### config.mk
export PLATFORM = sky130hd
export DESIGN_NAME = mocfg_top
export DESIGN_NICKNAME = d
export VERILOG_FILES = /design/src/rtl/mocfg_pkg.sv /design/src/rtl/mocfg_top.sv
export SDC_FILE = /design/constraint.sdc
export NUM_CORES = 1
export LEC_CHECK = 0
export ABC_CLOCK_PERIOD_IN_PS = 1700
export BUFFER_PORTS_ARGS = -buffer_cell sky130_fd_sc_hd__clkbuf_2
export CAP_MARGIN = 25
export CORE_MARGIN = 5
export CORE_UTILIZATION = 43
export DETAILED_ROUTE_END_ITERATION = 7
export MAX_ROUTING_LAYER = met4
export PLACE_DENSITY = 0.76
export SLEW_MARGIN = 20
export SYNTH_ARGS = -nofsm -noshare
export SYNTH_HDL_FRONTEND = slang
export SYNTH_SLANG_ARGS = --single-unit
### constraint.sdc
create_clock -name mclk_i -period 1.7 [get_ports mclk_i]
set_clock_uncertainty 0.2 [all_clocks]
set_input_delay 0.085 -clock mclk_i [delete_from_list [all_inputs] [get_ports mclk_i]]
set_output_delay 0.085 -clock mclk_i [all_outputs]
set_load 0.1 [all_outputs]
### src/rtl/mocfg_pkg.sv
`default_nettype none
package mocfg_pkg;
  // Address map boundaries (14-bit CPU address space)
  localparam logic [13:0] MOCFG_REG_LAST     = 14'h003f;
  localparam logic [13:0] MOCFG_DUAL_LAST    = 14'h000f;
  localparam logic [13:0] MOCFG_MISC_ADDR    = 14'h003e;
  localparam logic [13:0] MOCFG_RAM_FIRST    = 14'h0040;
  localparam logic [13:0] MOCFG_RAM_LAST     = 14'h013f;
  localparam logic [13:0] MOCFG_UROM_FIRST   = 14'h1000;
  localparam logic [13:0] MOCFG_UROM_LAST    = 14'h2fff;
  localparam logic [13:0] MOCFG_SCROM_FIRST  = 14'h3e00;
  localparam logic [13:0] MOCFG_SCROM_LAST   = 14'h3fef;
  localparam logic [13:0] MOCFG_UVEC_FIRST   = 14'h3ff0;
  localparam logic [13:0] MOCFG_UVEC_LAST    = 14'h3fff;
  localparam logic [13:0] MOCFG_SCVEC_OFFSET = 14'h0010;
  // Option map offsets
  localparam logic [3:0]  MOCFG_OPT_PULLUP_AB = 4'h8;
  localparam logic [3:0]  MOCFG_OPT_PULLUP_C  = 4'h9;
  localparam logic [3:0]  MOCFG_OPT_OD_ADE    = 4'ha;
  localparam logic [3:0]  MOCFG_OPT_OD_C      = 4'hb;
  localparam logic [3:0]  MOCFG_OPT_KWU       = 4'he;
  localparam logic [3:0]  MOCFG_OPT_MASK_OPTION_STATUS      = 4'hf;
  // Field positions and implemented-bit masks
  localparam int          MOCFG_OPTION_MAP_SELECT_BIT      = 0;
  localparam logic [7:0]  MOCFG_PULLUP_AB_MSK = 8'h0f;
  localparam logic [7:0]  MOCFG_OD_ADE_MSK    = 8'hf3;
  localparam logic [7:0]  MOCFG_OD_C_MSK      = 8'h3f;
  localparam int          MOCFG_OD_DH_BIT     = 7;
  localparam int          MOCFG_OD_DL_BIT     = 6;
  localparam int          MOCFG_OD_EH_BIT     = 5;
  localparam int          MOCFG_OD_EL_BIT     = 4;
  localparam int          MOCFG_OD_AH_BIT     = 1;
  localparam int          MOCFG_OD_AL_BIT     = 0;
  // Reset values
  localparam logic [7:0]  MOCFG_RST_VAL       = 8'h00;
  localparam logic        MOCFG_OPTION_MAP_SELECT_RST      = 1'b0;
  // Timing counts: edges after reset release before the mode is taken
  localparam logic [2:0]  MOCFG_MODE_SETTLE   = 3'h4;
  // Mode encoding
  typedef enum logic [1:0] {
    MOCFG_MODE_USER  = 2'b01,
    MOCFG_MODE_CHECK = 2'b10
  } mocfg_mode_e;
endpackage : mocfg_pkg
`default_nettype wire

### src/rtl/mocfg_top.sv
`default_nettype none
module mocfg_top
  import mocfg_pkg::*;
#(
  parameter logic RESET_PULLUP_OPT = 1'b0,
  parameter logic MAIN_OSC_RES_OPT = 1'b0,
  parameter logic AUX_OSC_RES_OPT  = 1'b0
) (
  // Clock and reset
  input  wire logic        mclk_i,
  input  wire logic        rst_n_i,
  // Mode strap pins
  input  wire logic        ext_interrupt_pin_one_test_level_i,
  input  wire logic        ext_interrupt_pin_two_pin_i,
  // CPU internal bus
  input  wire logic [13:0] cpu_addr_i,
  input  wire logic        cpu_wr_i,
  input  wire logic        cpu_rd_i,
  input  wire logic [7:0]  cpu_wdata_i,
  input  wire logic        vector_fetch_i,
  output var  logic [7:0]  cfg_rdata_o,
  output logic             cfg_rvalid_o,
  // Chip selects
  output logic             sel_main_regs_o,
  output logic             sel_ram_o,
  output logic             sel_user_rom_o,
  output logic             sel_check_rom_o,
  output logic             sel_user_vec_o,
  output logic [13:0]      rom_addr_o,
  // Mode status
  output logic             single_chip_user_mode_o,
  output logic             privileged_open_o,
  output logic             option_map_select_o,
  // Port context
  input  wire logic [7:0]  porta_direction_bits_i,
  input  wire logic [5:0]  portc_direction_bit_i,
  input  wire logic        lcd_ctrl_portd_high_select_i,
  input  wire logic        lcd_ctrl_porte_high_select_i,
  input  wire logic        lcd_ctrl_porte_low_select_i,
  input  wire logic [2:0]  lcd_backplane_line_used_i,
  input  wire logic [7:0]  key_wakeup_input_line_i,
  // Pin configuration
  output logic [7:0]       pullup_porta_o,
  output logic [7:0]       pullup_portb_o,
  output logic [7:0]       pullup_portc_o,
  output logic [7:0]       opendrain_porta_o,
  output logic [5:0]       opendrain_portc_o,
  output logic [7:1]       opendrain_portd_o,
  output logic [7:0]       opendrain_porte_o,
  output logic [7:0]       key_wakeup_active_o
);

  // Registers
  logic [7:0]  pullup_ctrl_ports_ab_reg;
  logic [7:0]  pullup_ctrl_port_c_reg;
  logic [7:0]  opendrain_ctrl_ports_ade_reg;
  logic [7:0]  opendrain_ctrl_port_c_reg;
  logic [7:0]  key_wakeup_input_enable_reg;
  logic        option_map_select_reg;
  mocfg_mode_e mode_reg;
  logic [2:0]  ext_interrupt_pin_one_sync_reg;
  logic [2:0]  ext_interrupt_pin_two_sync_reg;
  logic        ext_interrupt_pin_one_filt_reg;
  logic        ext_interrupt_pin_two_filt_reg;
  logic        rst_seen_reg;
  logic [2:0]  settle_reg;
  logic [7:0]  rdata_reg;
  logic        rvalid_reg;

  // Address range check
  function automatic logic in_range(input logic [13:0] a,
                                    input logic [13:0] lo,
                                    input logic [13:0] hi);
    in_range = (a >= lo) && (a <= hi);
  endfunction : in_range

  // Decode
  wire logic is_check   = (mode_reg == MOCFG_MODE_CHECK);
  wire logic in_regs    = cpu_addr_i <= MOCFG_REG_LAST;
  wire logic in_dual    = cpu_addr_i <= MOCFG_DUAL_LAST;
  wire logic opt_hit    = in_dual && option_map_select_reg;
  wire logic misc_hit   = cpu_addr_i == MOCFG_MISC_ADDR;
  wire logic [3:0] opt_off = cpu_addr_i[3:0];
  wire logic wr_opt     = cpu_wr_i && opt_hit;
  wire logic wr_misc    = cpu_wr_i && misc_hit;
  wire logic [13:0] vec_addr = cpu_addr_i - MOCFG_SCVEC_OFFSET;

  // Memory regions; each range is inclusive at both ends
  wire logic in_ram     = in_range(cpu_addr_i, MOCFG_RAM_FIRST, MOCFG_RAM_LAST);
  wire logic in_urom    = in_range(cpu_addr_i, MOCFG_UROM_FIRST, MOCFG_UROM_LAST);
  wire logic in_uvec    = in_range(cpu_addr_i, MOCFG_UVEC_FIRST, MOCFG_UVEC_LAST);
  wire logic in_scrom   = in_range(cpu_addr_i, MOCFG_SCROM_FIRST, MOCFG_SCROM_LAST);

  // Vector fetches in self-check move down sixteen bytes, so the
  // self-check program never runs from the user vector table
  wire logic remap_vec  = is_check && vector_fetch_i;

  // Chip selects; self-check steers vector fetches into its own ROM
  // The miscellaneous register is answered here, not by the main bank
  assign sel_main_regs_o = in_regs && !opt_hit && !misc_hit;
  assign sel_ram_o       = in_ram;
  assign sel_user_rom_o  = in_urom;
  assign sel_user_vec_o  = in_uvec && !remap_vec;
  // Outside self-check the check ROM is never selected
  assign sel_check_rom_o = (in_scrom && is_check) || (remap_vec && in_uvec);
  assign rom_addr_o      = remap_vec ? vec_addr : cpu_addr_i;

  // Mode outputs; during reset report single-chip
  assign single_chip_user_mode_o = !rst_n_i || (mode_reg == MOCFG_MODE_USER);
  assign privileged_open_o       = rst_n_i && is_check;
  assign option_map_select_o     = option_map_select_reg;

  // Strap pin one: three-stage shift, accepted once the last two agree
  // A glitch shorter than one clock never reaches the filtered value
  always_ff @(posedge mclk_i or negedge rst_n_i) begin
    if (!rst_n_i) begin
      ext_interrupt_pin_one_sync_reg <= 3'h0;
      ext_interrupt_pin_one_filt_reg <= 1'b0;
    end else begin
      ext_interrupt_pin_one_sync_reg <= {ext_interrupt_pin_one_sync_reg[1:0], ext_interrupt_pin_one_test_level_i};
      if (ext_interrupt_pin_one_sync_reg[1] == ext_interrupt_pin_one_sync_reg[2]) begin
        ext_interrupt_pin_one_filt_reg <= ext_interrupt_pin_one_sync_reg[2];
      end
    end
  end

  // Strap pin two: same three-stage shift and agreement filter
  always_ff @(posedge mclk_i or negedge rst_n_i) begin
    if (!rst_n_i) begin
      ext_interrupt_pin_two_sync_reg <= 3'h0;
      ext_interrupt_pin_two_filt_reg <= 1'b0;
    end else begin
      ext_interrupt_pin_two_sync_reg <= {ext_interrupt_pin_two_sync_reg[1:0], ext_interrupt_pin_two_pin_i};
      if (ext_interrupt_pin_two_sync_reg[1] == ext_interrupt_pin_two_sync_reg[2]) begin
        ext_interrupt_pin_two_filt_reg <= ext_interrupt_pin_two_sync_reg[2];
      end
    end
  end

  // Mode latch: the strap filter holds the pin level from the fourth
  // edge after release, so the mode is taken at the fifth and never again
  // The pins must stay put only for the first two clocks after release
  always_ff @(posedge mclk_i or negedge rst_n_i) begin
    if (!rst_n_i) begin
      mode_reg     <= MOCFG_MODE_USER;
      settle_reg   <= 3'h0;
      rst_seen_reg <= 1'b0;
    end else if (!rst_seen_reg) begin
      settle_reg <= settle_reg + 3'h1;
      if (settle_reg == MOCFG_MODE_SETTLE) begin
        rst_seen_reg <= 1'b1;
        mode_reg     <= (ext_interrupt_pin_one_filt_reg && ext_interrupt_pin_two_filt_reg) ? MOCFG_MODE_CHECK
                                                         : MOCFG_MODE_USER;
      end
    end
  end

  // Option map select bit in the miscellaneous register
  always_ff @(posedge mclk_i or negedge rst_n_i) begin
    if (!rst_n_i) begin
      option_map_select_reg <= MOCFG_OPTION_MAP_SELECT_RST;
    end else if (wr_misc) begin
      option_map_select_reg <= cpu_wdata_i[MOCFG_OPTION_MAP_SELECT_BIT];
    end
  end

  // Option map hits, one per register; other offsets hit nothing here
  wire logic hit_pullup_ab = opt_hit && (opt_off == MOCFG_OPT_PULLUP_AB);
  wire logic hit_pullup_c  = opt_hit && (opt_off == MOCFG_OPT_PULLUP_C);
  wire logic hit_od_ade    = opt_hit && (opt_off == MOCFG_OPT_OD_ADE);
  wire logic hit_od_c      = opt_hit && (opt_off == MOCFG_OPT_OD_C);
  wire logic hit_kwu       = opt_hit && (opt_off == MOCFG_OPT_KWU);
  wire logic hit_mask_option_status      = opt_hit && (opt_off == MOCFG_OPT_MASK_OPTION_STATUS);

  // Write enables; a write to the status offset or a gap does nothing
  wire logic wr_pullup_ab  = wr_opt && hit_pullup_ab;
  wire logic wr_pullup_c   = wr_opt && hit_pullup_c;
  wire logic wr_od_ade     = wr_opt && hit_od_ade;
  wire logic wr_od_c       = wr_opt && hit_od_c;
  wire logic wr_kwu        = wr_opt && hit_kwu;

  // Nibble pullups for ports A and B; upper four bits stay zero
  always_ff @(posedge mclk_i or negedge rst_n_i) begin
    if (!rst_n_i) begin
      pullup_ctrl_ports_ab_reg <= MOCFG_RST_VAL;
    end else if (wr_pullup_ab) begin
      pullup_ctrl_ports_ab_reg <= cpu_wdata_i & MOCFG_PULLUP_AB_MSK;
    end
  end

  // Per-line pullups for port C
  always_ff @(posedge mclk_i or negedge rst_n_i) begin
    if (!rst_n_i) begin
      pullup_ctrl_port_c_reg <= MOCFG_RST_VAL;
    end else if (wr_pullup_c) begin
      pullup_ctrl_port_c_reg <= cpu_wdata_i;
    end
  end

  // Open-drain nibbles for ports A, D and E; bits 3 and 2 stay zero
  always_ff @(posedge mclk_i or negedge rst_n_i) begin
    if (!rst_n_i) begin
      opendrain_ctrl_ports_ade_reg <= MOCFG_RST_VAL;
    end else if (wr_od_ade) begin
      opendrain_ctrl_ports_ade_reg <= cpu_wdata_i & MOCFG_OD_ADE_MSK;
    end
  end

  // Per-line open-drain for port C; bits 7 and 6 stay zero
  always_ff @(posedge mclk_i or negedge rst_n_i) begin
    if (!rst_n_i) begin
      opendrain_ctrl_port_c_reg <= MOCFG_RST_VAL;
    end else if (wr_od_c) begin
      opendrain_ctrl_port_c_reg <= cpu_wdata_i & MOCFG_OD_C_MSK;
    end
  end

  // Key wakeup enables, one per port B line
  always_ff @(posedge mclk_i or negedge rst_n_i) begin
    if (!rst_n_i) begin
      key_wakeup_input_enable_reg <= MOCFG_RST_VAL;
    end else if (wr_kwu) begin
      key_wakeup_input_enable_reg <= cpu_wdata_i;
    end
  end

  // Read data selection; anything unimplemented reads zero
  // The status byte is built from parameters and has no storage
  wire logic [7:0] mask_option_status_val = {RESET_PULLUP_OPT, MAIN_OSC_RES_OPT, AUX_OSC_RES_OPT,
                               5'h00};
  logic [7:0] rd_next;
  always_comb begin
    rd_next = 8'h00;
    if (misc_hit) begin
      rd_next = {7'h00, option_map_select_reg};
    end else if (hit_pullup_ab) begin
      rd_next = pullup_ctrl_ports_ab_reg;
    end else if (hit_pullup_c) begin
      rd_next = pullup_ctrl_port_c_reg;
    end else if (hit_od_ade) begin
      rd_next = opendrain_ctrl_ports_ade_reg;
    end else if (hit_od_c) begin
      rd_next = opendrain_ctrl_port_c_reg;
    end else if (hit_kwu) begin
      rd_next = key_wakeup_input_enable_reg;
    end else if (hit_mask_option_status) begin
      rd_next = mask_option_status_val;
    end
  end

  // Registered read answer, one cycle after the strobe
  always_ff @(posedge mclk_i or negedge rst_n_i) begin
    if (!rst_n_i) begin
      rdata_reg  <= 8'h00;
      rvalid_reg <= 1'b0;
    end else begin
      rvalid_reg <= cpu_rd_i && (opt_hit || misc_hit);
      if (cpu_rd_i) begin
        rdata_reg <= rd_next;
      end
    end
  end
  assign cfg_rdata_o  = rdata_reg;
  assign cfg_rvalid_o = rvalid_reg;

  // Pullup fan-out per nibble and per line
  assign pullup_porta_o = {{4{pullup_ctrl_ports_ab_reg[1]}}, {4{pullup_ctrl_ports_ab_reg[0]}}};
  assign pullup_portb_o = {{4{pullup_ctrl_ports_ab_reg[3]}},
                           {4{pullup_ctrl_ports_ab_reg[2]}}};
  assign pullup_portc_o = pullup_ctrl_port_c_reg;

  // Open-drain qualification by direction and LCD use
  wire logic od_ah = opendrain_ctrl_ports_ade_reg[MOCFG_OD_AH_BIT];
  wire logic od_al = opendrain_ctrl_ports_ade_reg[MOCFG_OD_AL_BIT];
  wire logic od_dh = opendrain_ctrl_ports_ade_reg[MOCFG_OD_DH_BIT];
  wire logic od_dl = opendrain_ctrl_ports_ade_reg[MOCFG_OD_DL_BIT];
  wire logic od_eh = opendrain_ctrl_ports_ade_reg[MOCFG_OD_EH_BIT];
  wire logic od_el = opendrain_ctrl_ports_ade_reg[MOCFG_OD_EL_BIT];
  assign opendrain_porta_o = porta_direction_bits_i & {{4{od_ah}}, {4{od_al}}};
  assign opendrain_portc_o = portc_direction_bit_i & opendrain_ctrl_port_c_reg[5:0];
  assign opendrain_portd_o[7:4] = {4{od_dh && lcd_ctrl_portd_high_select_i}};
  assign opendrain_portd_o[3:1] = {3{od_dl}} & ~lcd_backplane_line_used_i;
  assign opendrain_porte_o = {{4{od_eh && lcd_ctrl_porte_high_select_i}},
                              {4{od_el && lcd_ctrl_porte_low_select_i}}};

  // Key wakeup gating
  assign key_wakeup_active_o = key_wakeup_input_line_i & key_wakeup_input_enable_reg;

endmodule : mocfg_top
`default_nettype wire

# Word-level counts from Yosys, hierarchy flattened
# Index checks and enable logic that the tools add are counted.
[totals] register_bits=56 wordCells=91 output_inout_bits=92 in_bits=57
[classes] addsub=2 reduce_logical=37 bitwise_logic=6 eq_ne=11 order_cmp=10 muxes=10
[op_table] operator="2-to-1 mux 8 bit" n=6
[op_table] operator="less-or-equal comparator 14 bit (second input constant)" n=3
[op_table] operator="logical AND 1 bit" n=29
[op_table] operator=">= comparator 14 bit (second input constant)" n=2
[op_table] operator="equality test 4 bit (second input constant)" n=5
[op_table] operator="bitwise AND 8 bit" n=2
[op_table] operator="equality test 14 x 6 -> 1 bit (second input constant)" n=1
[op_table] operator=">= comparator 14 x 13 -> 1 bit (second input constant)" n=1
[op_table] operator=">= comparator 14 x 7 -> 1 bit (second input constant)" n=1
[op_table] operator="less-or-equal comparator 14 x 4 -> 1 bit (second input constant)" n=1
[op_table] operator="less-or-equal comparator 14 x 6 -> 1 bit (second input constant)" n=1
[op_table] operator="less-or-equal comparator 14 x 9 -> 1 bit (second input constant)" n=1
[op_table] operator="2-to-1 mux 14 bit" n=1
[op_table] operator="subtractor 14 x 5 -> 14 bit (second input constant)" n=1
[op_table] operator="bitwise AND 6 bit" n=1
[op_table] operator="logical NOT 1 bit" n=4
[op_table] operator="adder 3 x 1 -> 3 bit (second input constant)" n=1
[op_table] operator="bitwise AND 3 bit" n=1
[op_table] operator="equality test 3 bit (second input constant)" n=1
[op_table] operator="logical OR 1 bit" n=3
[op_table] operator="NOT 3 bit" n=1
[op_table] operator="equality test 1 bit" n=2
[op_table] operator="equality test 2 x 1 -> 1 bit (second input constant)" n=1
[op_table] operator="equality test 2 bit (second input constant)" n=1
[op_table] operator="other kinds (4)" n=5

# Logic depth before layout (Yosys ltp)
[logic_depth] ltp_word=9 ltp_mapped=7 depth_no_buf=6

# Least setup slack after synthesis
# No wires, ideal clock.
[synth_path] path_type="reg2out" startpoint="reg option_map_select_reg (netlist: option_map_select_o)" endpoint="out sel_main_regs_o" path_stages_with_launch=5 path_buffers=1 required_ns=1.415 setup_slack_ns=-2.767 t_arrival_ns=4.182 cell_sequence="dfrtp_1 -> nand4_1 -> o21ai_0 -> clkbuf_1 -> nor4_1"
[synth_between] elab_chain_cells=4
[synth_lines] item="from (decl)" line="mocfg_top.sv:59" source="logic option_map_select_reg;"
[synth_lines] item="from (signal assigned)" line="mocfg_top.sv:163" source="option_map_select_reg <= cpu_wdata_i[MOCFG_OPTION_MAP_SELECT_BIT];"
[synth_lines] item="logical AND 1 bit" line="mocfg_top.sv:81" source="wire logic opt_hit = in_dual && option_map_select_reg;"
[synth_lines] item="logical NOT 1 bit" line="mocfg_top.sv:100" source="assign sel_main_regs_o = in_regs && !opt_hit && !misc_hit;"
[synth_lines] item="logical AND 1 bit (2 in series)" line="mocfg_top.sv:100"
[synth_lines] item="to (decl)" line="mocfg_top.sv:24" source="output logic sel_main_regs_o,"
# Every way passes these cells.

# Final worst setup path
[layout_path] startpoint="reg mode_reg[0]" endpoint="out rom_addr_o[13]"
[layout_between] elab_chain_cells=3
[layout_lines] item="from (decl)" line="mocfg_top.sv:60" source="mocfg_mode_e mode_reg;"
[layout_lines] item="from (signal assigned)" line="mocfg_top.sv:152" source="mode_reg <= (ext_interrupt_pin_one_filt_reg && ext_interrupt_pin_two_filt_reg) ? MOCFG_MODE_CHECK"
[layout_lines] item="equality test 2 bit" line="mocfg_top.sv:78" source="wire logic is_check = (mode_reg == MOCFG_MODE_CHECK);"
[layout_lines] item="logical AND 1 bit" line="mocfg_top.sv:96" source="wire logic remap_vec = is_check && vector_fetch_i;"
[layout_lines] item="2-to-1 mux 14 bit" line="mocfg_top.sv:106" source="assign rom_addr_o = remap_vec ? vec_addr : cpu_addr_i;"
[layout_lines] item="to (decl)" line="mocfg_top.sv:29" source="output logic [13:0] rom_addr_o,"
# Every way passes these cells.

==> flow_summary.json <==
{
  "synth-edff-count": 0,
  "antennaDiodeCount": 0,
  "route.detailed.drc": 0,
  "slew_viol_final": 0,
  "crit_arrival_ns": 1.85,
  "cts-root-buf": "clkbuf_8",
  "insertion_delay_ns": 0.31,
  "reg2reg_slack_ns": -0.20,
  "portBuffers": 148,
  "rows": 31,
  "cts_tree": "done",
  "synth-xor-area-share": 0.0349,
  "hold_viol": 0,
  "netlist.top_cell.by_area": "dfrtp_1",
  "tns_ns": -9.59,
  "synthCells": 312,
  "path_class": "flop to primary output",
  "crit_path_top_delay_cell": "dfstp_2",
  "async_flop_share": 1.00,
  "antenna_found_initial": 0,
  "dr_total_vias": 3219,
  "grt_pass1_wl_mm": 16.9,
  "grt_max_degree": 57,
  "nFillCells": 484,
  "ioPinCount": 149,
  "die_area_mm2": 0.00942,
  "p_leak_nw": 2.72,
  "reg2reg_depth": 5,
  "htreeDepth": 2,
  "cts_sinks": 56,
  "ys_types": 46,
  "crit_chain": "and3b_2, nand4b_1, nor4_4, xor2_4, buf_12",
  "wire_per_inst_um": 17.4,
  "synth-seq-area-share": 0.430,
  "whs_ns": 0.146,
  "peakVddDrop_mv": 0.368,
  "ys_seq_elements": 56,
  "synth_compound_area_frac": 0.0944,
  "fmax_mhz": 469,
  "worstReg2RegEnd": "opendrain_ctrl_port_c_reg[3]",
  "critPathMaxFanout": 3,
  "setup_violations": 50,
  "die-height_um": 97.1,
  "finalCritPeriodShare": 1.25,
  "drive_above_1_share": 0.626,
  "ys_warn_count": 0,
  "grt_use_total": 0.223,
  "first_pass_iters": 4,
  "clk_pin_slew_worst_paths_ns": 0.10,
  "worst_pin_slew_ns": 0.697,
  "violations": "setup timing",
  "rsz0062_at_grt": "true",
  "synthTopCellsByCount": "dfrtp_1, mux2_2, and2_1, buf_4, nor2_1",
  "hold_path_class": "input port to flop",
  "dp_slack_ns": -0.529,
  "vias_per_cell": 5.32,
  "multiInputGateArea_mm2": 0.00218,
  "dieWidth_um": 97.1,
  "gr-total-overflow": 0,
  "timing.rr.start": "option_map_select_o",
  "drt-initial-drc-count": 132,
  "start_kind": "flop",
  "relSlewSlack": 0.535,
  "netlist_area_mm2": 0.00326,
  "final-seq-area_mm2": 0.00141,
  "avgSynthCellArea_um2": 10.4,
  "endpoint": "rom_addr_o[13]",
  "status": "complete, but fails checks",
  "finalWirelength_mm": 10.5,
  "cellPowerDensity_mw_per_mm2": 549,
  "syn_nets": 375,
  "nets": 568,
  "cpPeakStageDelay_ns": 0.38,
  "synth_top_family_by_area": "simple AND/OR/NAND/NOR gates",
  "place.gp.congestion": 0.828,
  "dp_hpwl_mm": 8.10,
  "synth_most_common_cell": "dfrtp_1",
  "layoutNonFillerInstCount": 605,
  "critPathLaunch": "mode_reg[0]",
  "fin_util": 0.755,
  "synth_flop_cell": "dfrtp_1",
  "dp_cells": 582,
  "synth.top_cell.area_share": 0.422,
  "cp.required_ns": 1.41,
  "synthTopCellsByArea": "dfrtp_1, mux2_2, buf_4, and2_1, ha_1",
  "grt_pass1_vias": 3316,
  "synth_mux_area_frac": 0.127,
  "drtAntennaViolNets": 0,
  "yosys.area_share.simple": 0.197,
  "maxCapViolCount": 0,
  "fin_ws_ns": -0.432,
  "syn_to_final_growth_pct": 69.7,
  "start_util": 0.445,
  "cts_buffers": 5,
  "core_mm2": 0.00733,
  "cts_buffer_depth": 2,
  "setup.worst_path.end_class": "primary output",
  "finalCriticalPeriod_ns": 2.13,
  "synthAdderAreaFrac": 0.0292
}
[per-layer routing]
metal | GRT usage | wire, um | share of wire | vias to the layer above
met2 | 0.383 | 5400 | 0.51 | 167
met5 | - | 0 | 0 | -
met4 | 0.0529 | 167 | 0.016 | 0
met1 | 0.271 | 4150 | 0.39 | 1552
met3 | 0.0424 | 820 | 0.078 | 23
li1 | - | - | - | 1477
[worst max-delay path: cells and delay by family (launching register included)]
family,cells,cell delay [ns]
and+or+nand+nor,3,0.77
xor gates and xnor gates,1,0.20
DFF,1,0.38
buffers and inverters,1,0.19
[layout by cell type, fill, tap and decap left out, types with 6 or more instances in the layout]
cell,synthesis,final
and2_1,28,25
buf_12,0,17
buf_2,4,8
buf_4,27,58
buf_6,1,11
clkbuf_2,0,118
dfrtp_1,55,53
dlygate4sd3_1,0,13
inv_1,6,6
mux2_4,0,32
nand2_1,8,6
nor2_1,17,14
nor4_4,0,6
o21ai_0,15,8
o21ai_2,0,6
o2bb2ai_1,7,7
[how the worst min path moves through the flow]
stage	slack (ns)	cells past startpoint	end	from
after global routing	0.17	0	ext_interrupt_pin_one_sync_reg[1]	ext_interrupt_pin_one_sync_reg[0]
after global placement	-0.007	1	ext_interrupt_pin_one_sync_reg[0]	ext_interrupt_pin_one_test_level_i
after detailed placement	-0.005	1	ext_interrupt_pin_one_sync_reg[0]	ext_interrupt_pin_one_test_level_i
after floorplan	-0.41	0	cfg_rdata_o[0]	rst_n_i
after CTS	0.13	4	cfg_rdata_o[6]	cpu_addr_i[3]
final	0.15	4	cfg_rdata_o[6]	cpu_addr_i[3]
[cells by family after synthesis]
kind of cell	Yosys count
buffers and inverters	46
AOI/OAI and AO/OA	44
xor gates and xnor gates	13
adders and majority gates	8
muxes	37
and+or+nand+nor	108
DFF	56
[metrics by stage]
step / power, mW / instance area, um2
final: 3.04 / 5530
after global routing: 3.14 / 5530
after CTS: 3.04 / 5500
after detailed placement: 1.98 / 5100
after global placement: 1.96 / 5100
after floorplan: 1.68 / 3810
[timing repair]
item                                   CTS  global route
gates resized for setup                 27            17
setup endpoints to repair               53            64
hold buffers                            13             0
pin swaps                                9             4
setup buffers                            3             2
endpoints found under the hold margin   91             0
[where the power goes]
group          total [mW]  switching (mW)  internal (mW)
Combinational       0.628           0.387          0.240
Clock                1.05           0.459          0.594
Sequential           1.36         0.00865           1.35
Total                3.04           0.855           2.18
[layout make-up]
type,count,area share
multi-input combinational,210,0.393
timing repair buffer,225,0.300
sequential,56,0.254
tap,99,0.0224
clock buffer,5,0.0124
clock inverter,3,0.0124
inverter,7,0.00475
Note: power is estimated with default switching activity, not from simulation.
